`src/rtl/bit_ops_pkg.sv`:
```
// Shared types and constants for the indexed bit instruction datapath
package bit_ops_pkg;
  localparam int WORD_W = 32;
  localparam int IDX_W = 5;
  localparam logic [4:0] IDX_MAX_16 = 5'h0f;
  localparam logic [4:0] IDX_MAX_32 = 5'h1f;
  localparam logic [31:0] WORD_RST = 32'h0000_0000;
  localparam logic [8:0] FC_DRIVE = 9'h10a;
  localparam logic [8:0] FC_FORCE_ON = 9'h10b;
  localparam logic [8:0] FC_FORCE_OFF = 9'h10c;
  localparam logic [8:0] FC_LOAD_NORMAL = 9'h10d;
  localparam logic [8:0] FC_LOAD_INVERTED = 9'h10e;

  // One instruction issued by the sequencer
  typedef struct packed {
    logic valid;
    logic [8:0] func;
    logic wide;
    logic rung;
    logic [4:0] idx;
    logic [31:0] word;
  } bit_req_t;

  // Result returned to the sequencer and the word store
  typedef struct packed {
    logic done;
    logic idx_err;
    logic contact;
    logic wr_en;
    logic [31:0] word;
  } bit_rsp_t;
endpackage : bit_ops_pkg

```
`src/rtl/bit_select.sv`:
```
// One-hot decode of the bit index and selected-bit extraction
module bit_select (
  input wire logic [4:0] i_idx,
  input wire logic i_wide,
  input wire logic [31:0] i_word,
  output logic [31:0] o_onehot,
  output logic o_bit,
  output logic o_range_ok
);
  // Narrow form only reaches the low half of the word
  assign o_range_ok = i_wide ? (i_idx <= bit_ops_pkg::IDX_MAX_32)
                             : (i_idx <= bit_ops_pkg::IDX_MAX_16);

  // Index used directly as bit position
  genvar g;
  generate
    for (g = 0; g < 32; g++) begin : g_dec
      assign o_onehot[g] = o_range_ok && (i_idx == 5'(g));
    end
  endgenerate

  assign o_bit = |(o_onehot & i_word);
endmodule : bit_select

```
`src/rtl/bit_word_ops.sv`:
```
// Execution unit for indexed bit drive, force and load instructions
//
// How it works
// - The index accepts 0..15 in the 16-bit form and 0..31 in the 32-bit form.
// - The drive operation writes the rung result into the indexed bit.
// - Index 0 picks the lowest bit and the index value is the bit position.
// - A false drive gives coil off, open contact blocked, closed contact conducting.
// - The force-on operation sets the indexed bit to one.
// - A forced-on bit stays one until a force-off or a false drive on that bit clears it.
// - The force-off operation clears the indexed bit to zero.
// - The normal load yields true when the indexed source bit is one.
// - The inverted load starts a rung from a closed contact on the indexed bit.
// - The inverted load yields true when the indexed source bit is zero.
module bit_word_ops (
  input wire logic i_mclk,
  input wire logic i_nrst,
  input wire bit_ops_pkg::bit_req_t i_req,
  output bit_ops_pkg::bit_rsp_t o_rsp,
  output logic o_coil,
  output logic o_no_contact,
  output logic o_nc_contact
);

  ////////////////////////////////////////////////////////////////////////////
  // Decode

  logic [31:0] onehot;
  logic sel_bit;
  logic range_ok;

  bit_select u_sel (
    .i_idx(i_req.idx),
    .i_wide(i_req.wide),
    .i_word(i_req.word),
    .o_onehot(onehot),
    .o_bit(sel_bit),
    .o_range_ok(range_ok)
  );

  wire is_drive = i_req.valid && i_req.func == bit_ops_pkg::FC_DRIVE;
  wire is_on = i_req.valid && i_req.func == bit_ops_pkg::FC_FORCE_ON;
  wire is_off = i_req.valid && i_req.func == bit_ops_pkg::FC_FORCE_OFF;
  wire is_ldn = i_req.valid && i_req.func == bit_ops_pkg::FC_LOAD_NORMAL;
  wire is_ldi = i_req.valid && i_req.func == bit_ops_pkg::FC_LOAD_INVERTED;
  wire is_any = is_drive | is_on | is_off | is_ldn | is_ldi;
  // Narrow form keeps the upper half untouched
  wire [31:0] keep_mask = i_req.wide ? 32'h0000_0000 : 32'hffff_0000;

  ////////////////////////////////////////////////////////////////////////////
  // Next word and contact result

  // Out-of-range index writes nothing: safer than wrapping onto a wrong coil
  wire do_write = range_ok && (is_drive || ((is_on || is_off) && i_req.rung));
  wire [31:0] drive_word = i_req.rung ? (i_req.word | onehot)
                                      : (i_req.word & ~onehot);
  wire [31:0] on_word = i_req.word | onehot;
  wire [31:0] off_word = i_req.word & ~onehot;
  wire [31:0] raw_word = is_drive ? drive_word : (is_on ? on_word : off_word);
  wire [31:0] word_next = raw_word & ~keep_mask | (i_req.word & keep_mask);
  wire contact_next = range_ok && (is_ldn ? sel_bit : ~sel_bit);
  wire coil_next = is_drive ? (range_ok && i_req.rung) : o_coil;

  ////////////////////////////////////////////////////////////////////////////
  // Registered outputs

  // Response valid one cycle after the request
  always_ff @(posedge i_mclk or negedge i_nrst) begin
    if (!i_nrst) begin
      o_rsp <= '0;
      o_coil <= 1'b0;
      o_no_contact <= 1'b0;
      o_nc_contact <= 1'b1;
    end else begin
      o_rsp.done <= is_any;
      o_rsp.idx_err <= is_any && !range_ok;
      o_rsp.contact <= (is_ldn || is_ldi) ? contact_next : 1'b0;
      o_rsp.wr_en <= do_write;
      o_rsp.word <= do_write ? word_next : bit_ops_pkg::WORD_RST;
      o_coil <= coil_next;
      o_no_contact <= coil_next;
      o_nc_contact <= ~coil_next;
    end
  end

  // Registered copy of the decode, so the check compares against the taken index
  logic [31:0] onehot_q;

  always_ff @(posedge i_mclk or negedge i_nrst) begin
    if (!i_nrst) onehot_q <= '0;
    else onehot_q <= onehot;
  end
endmodule : bit_word_ops

```
`config.mk`:
```
export PLATFORM = sky130hd
export DESIGN_NAME = bit_word_ops
export DESIGN_NICKNAME = d
export VERILOG_FILES = /design/src/rtl/bit_ops_pkg.sv /design/src/rtl/bit_select.sv /design/src/rtl/bit_word_ops.sv
export SDC_FILE = /design/constraint.sdc
export NUM_CORES = 1
export LEC_CHECK = 0
export ABC_AREA = 1
export CORE_MARGIN = 2
export CORE_UTILIZATION = 50
export DETAILED_ROUTE_END_ITERATION = 10
export DONT_BUFFER_PORTS = 1
export SKIP_CTS_REPAIR_TIMING = 1
export SYNTH_ARGS = -nofsm -noshare
export SYNTH_HDL_FRONTEND = slang
export SYNTH_SLANG_ARGS = --single-unit
export TNS_END_PERCENT = 30
```
`constraint.sdc`:
```
create_clock -name i_mclk -period 1.2 [get_ports i_mclk]
set_clock_uncertainty 0.15 [all_clocks]
set_input_delay 0.24 -clock i_mclk [delete_from_list [all_inputs] [get_ports i_mclk]]
set_output_delay 0.24 -clock i_mclk [all_outputs]
set_load 0.05 [all_outputs]
```
==> tab_implementation.tex <==
\begin{tabular}{lr}
\hline
Metric & Value \\
\hline
\multicolumn{2}{l}{\textbf{Outcome}} \\
\quad Run status & finished, violations left \\
\quad Failing checks & hold timing, setup timing \\
\multicolumn{2}{l}{\textbf{Critical path}} \\
\quad Worst-path fanout max & 1 \\
\quad Kind of capture point of the worst setup path & primary output \\
\quad Worst path required time & 810 ps \\
\quad Arr. time, crit path & 970 ps \\
\quad Worst setup SP type & register \\
\quad Worst setup path category & reg -> out \\
\multicolumn{2}{l}{\textbf{Layout}} \\
\quad Share of the core filled with cells in the final layout & 85.6\% \\
\quad Area growth from synthesis to layout & 63.5\% \\
\quad Proportion of layout cells with a drive suffix above 1 & 38.4\% \\
\quad Non-filler cells in the finished layout & 456 \\
\quad Highest-count cells in the layout ignoring fill and taps & 46 x sky130\_fd\_sc\_hd\_\_nand2\_1, 46 x sky130\_fd\_sc\_hd\_\_nor2\_1, 40 x sky130\_fd\_sc\_hd\_\_buf\_4 \\
\quad Area occupied by multi-input gates & 1340 um2 \\
\quad Number of antenna repair diodes & 0 \\
\quad Area used by sequential logic in the layout & 952 um2 \\
\quad Post-layout net count & 455 \\
\quad Filler cell count in the final layout & 242 \\
\multicolumn{2}{l}{\textbf{Place}} \\
\quad Placed wire-length estimate after detailed placement & 4.69 mm \\
\quad Placed instance count & 421 \\
\quad Weighted congestion at the end of routability-driven global placement & 0.920 \\
\quad Number of port buffers & 0 \\
\multicolumn{2}{l}{\textbf{Floorplanning}} \\
\quad Area of the die & 5180 um2 \\
\quad \# rows & 24 \\
\quad I/O pin count & 90 \\
\quad Die span in x & 72.0 um \\
\quad Initial core utilization & 52.3\% \\
\quad Area of the core & 4410 um2 \\
\quad Overall die height & 72.0 um \\
\multicolumn{2}{l}{\textbf{GRT}} \\
\quad All-Layer GR Usage & 24.0\% \\
\quad Number of antenna violations at the first check in global routing & 0 \\
\quad Number of global-route vias before repair & 2122 \\
\quad Wire length of the first global-routing pass & 9.74 mm \\
\quad Largest net degree at the start of global routing & 39 \\
\quad Total overflow reported by the global router & 0 \\
\multicolumn{2}{l}{\textbf{Route}} \\
\quad Wire length per cell & 18.0 um \\
\quad DR vias/cell & 5.58 \\
\quad Wire length after detailed routing & 8.22 mm \\
\quad Number of iterations in the first detailed-routing pass & 4 \\
\quad Post-route DRC & 0 \\
\quad DR iter-0 viols & 209 \\
\quad Via count of the routed design & 2545 \\
\quad DRT antenna net count & 0 \\
\multicolumn{2}{l}{\textbf{Pwr}} \\
\quad Ratio of total power to cell area & 764 nW/um2 \\
\quad Leakage power figure & 1.97 nW \\
\quad Worst ir drop on vdd & 513 uV \\
\multicolumn{2}{l}{\textbf{CTS}} \\
\quad Clock insertion delay at the later pin of the skew report & 290 ps \\
\quad Maximum buffer depth of the clock tree & 2 \\
\quad Root cell of the clock tree & sky130\_fd\_sc\_hd\_\_clkbuf\_8 \\
\quad CTS tree & done \\
\quad Number of sinks on the clock net & 38 \\
\quad Worst-path clk slew & 80 ps \\
\quad TritonCTS buffer count & 5 \\
\quad H-tree lvl count & 2 \\
\multicolumn{2}{l}{\textbf{STA}} \\
\quad FMAX & 733 MHz \\
\quad Worst rel slew slack & 80.4\% \\
\quad Fraction of the cycle the final worst path needs & 114\% \\
\quad Fin Hold WS & -522 ps \\
\quad Pins Over Slew Limit & 0 \\
\quad Minimum clock period & 1360 ps \\
\quad Final setup violation count & 42 \\
\quad RSZ-0062 raised after global routing & true \\
\quad Actual transition at the worst max-transition pin & 292 ps \\
\quad Least setup slack across all paths after layout & -164 ps \\
\quad Final number of hold-violating endpoints & 43 \\
\multicolumn{2}{l}{\textbf{Synthesis}} \\
\quad Seq cells post-synth & 38 \\
\quad Cell type contributing the most total cell area after synthesis & sky130\_fd\_sc\_hd\_\_dfrtp\_1 \\
\quad Gate count of the mapped netlist & 299 \\
\quad Share of the synthesized area in the top cell type & 40.1\% \\
\quad Proportion of synthesized chip area in sequential cells & 41.2\% \\
\quad Post-synth net total & 350 \\
\quad Post-synthesis average cell area & 7.72 um2 \\
\quad Post-synthesis instance area & 2310 um2 \\
\quad Total number of yosys warnings & 0 \\
\quad Cells taking the most area after synthesis & sky130\_fd\_sc\_hd\_\_dfrtp\_1 40\%, sky130\_fd\_sc\_hd\_\_nor2\_1 9.9\%, sky130\_fd\_sc\_hd\_\_nand2\_1 9.1\% \\
\quad Number of distinct library cell variants in the gate-level netlist after synthesis & 24 \\
\multicolumn{2}{l}{\textbf{Hold path}} \\
\quad Class of the tightest hold or removal check & in -> async \\
\multicolumn{2}{l}{\textbf{Run}} \\
\quad Max-cap violations & 0 \\
\hline
\end{tabular}
-- cells in the mapped netlist (all sizes together) --
cell type and n:
a211oi 12, dfrtp 37, nand2 58, inv 34, nor3 4, o21ai 1
dfstp 1, a21oi 6, nand4 12, a31oi 1, nand3 36, clkbuf 2
buf 13, nor2 64, mux2i 18
-- flip-flops by register name, summed over array words and instances (netlist names) --
signal	flops
o_coil	1
o_rsp	36
o_nc_contact	1
-- metrics by stage --
stage,power (mW),instance area (um2),setup slack (ps),setup TNS (ps)
2_1_floorplan,1.50,2350,-162,-4420
3_3_place_gp,1.62,3020,-291,-7000
3_5_place_dp,1.62,3020,-310,-8340
4_1_cts,2.73,3130,-162,-1560
5_1_grt,2.97,3780,-171,-2110
6_report,2.89,3780,-164,-1160
-- metal layers --
metal / global-route usage (%) / wire length (um)
met5: 0 / 0
met3: 5.42 / 670
met2: 41.2 / 4270
met4: 6.50 / 221
met1: 30.5 / 3060
-- power breakdown --
| group | switching, mW | internal, mW |
|---|---|---|
| combinational | 0.234 | 0.234 |
| clock | 0.465 | 0.665 |
| sequential | 0.00420 | 1.28 |
-- worst paths after layout --
check / startpoint / to / slack (ps) / cells past startpoint
worst max-delay path: o_nc_contact / o_nc_contact / -160 / 0
worst min-delay path: i_nrst / o_rsp[22] / -520 / 0
max in group asynchronous: i_nrst / o_nc_contact / 1230 / 0
worst min register to register: o_coil / o_coil / 460 / 2
worst max register to register: o_coil / o_nc_contact / 360 / 3
min in group i_mclk: i_req[13] / o_rsp[13] / -40 / 2
-- layout make-up --
| cell class | instances | share of cell area (%) |
|---|---|---|
| Multi-Input combinational cell | 212 | 35.4 |
| Clock inverter | 1 | 0.795 |
| Tap cell | 52 | 1.72 |
| Inverter | 34 | 3.78 |
| Sequential cell | 38 | 25.2 |
| Timing Repair Buffer | 113 | 30.9 |
| Clock buffer | 6 | 2.19 |
-- cells by family (layout without fill, tap and decap cells) --
| family | after synthesis | after routing | share of synthesized area, % |
|---|---|---|---|
| AND/OR/NAND/NOR | 174 | 174 | 33.0 |
| flip-flops | 38 | 38 | 41.2 |
| multiplexers | 18 | 18 | 7.80 |
| buffers and inverters | 49 | 154 | 9.80 |
| AO/OA/AOI/OAI | 20 | 20 | 8.13 |
No activity file was read; power rests on OpenSTA's default activity.
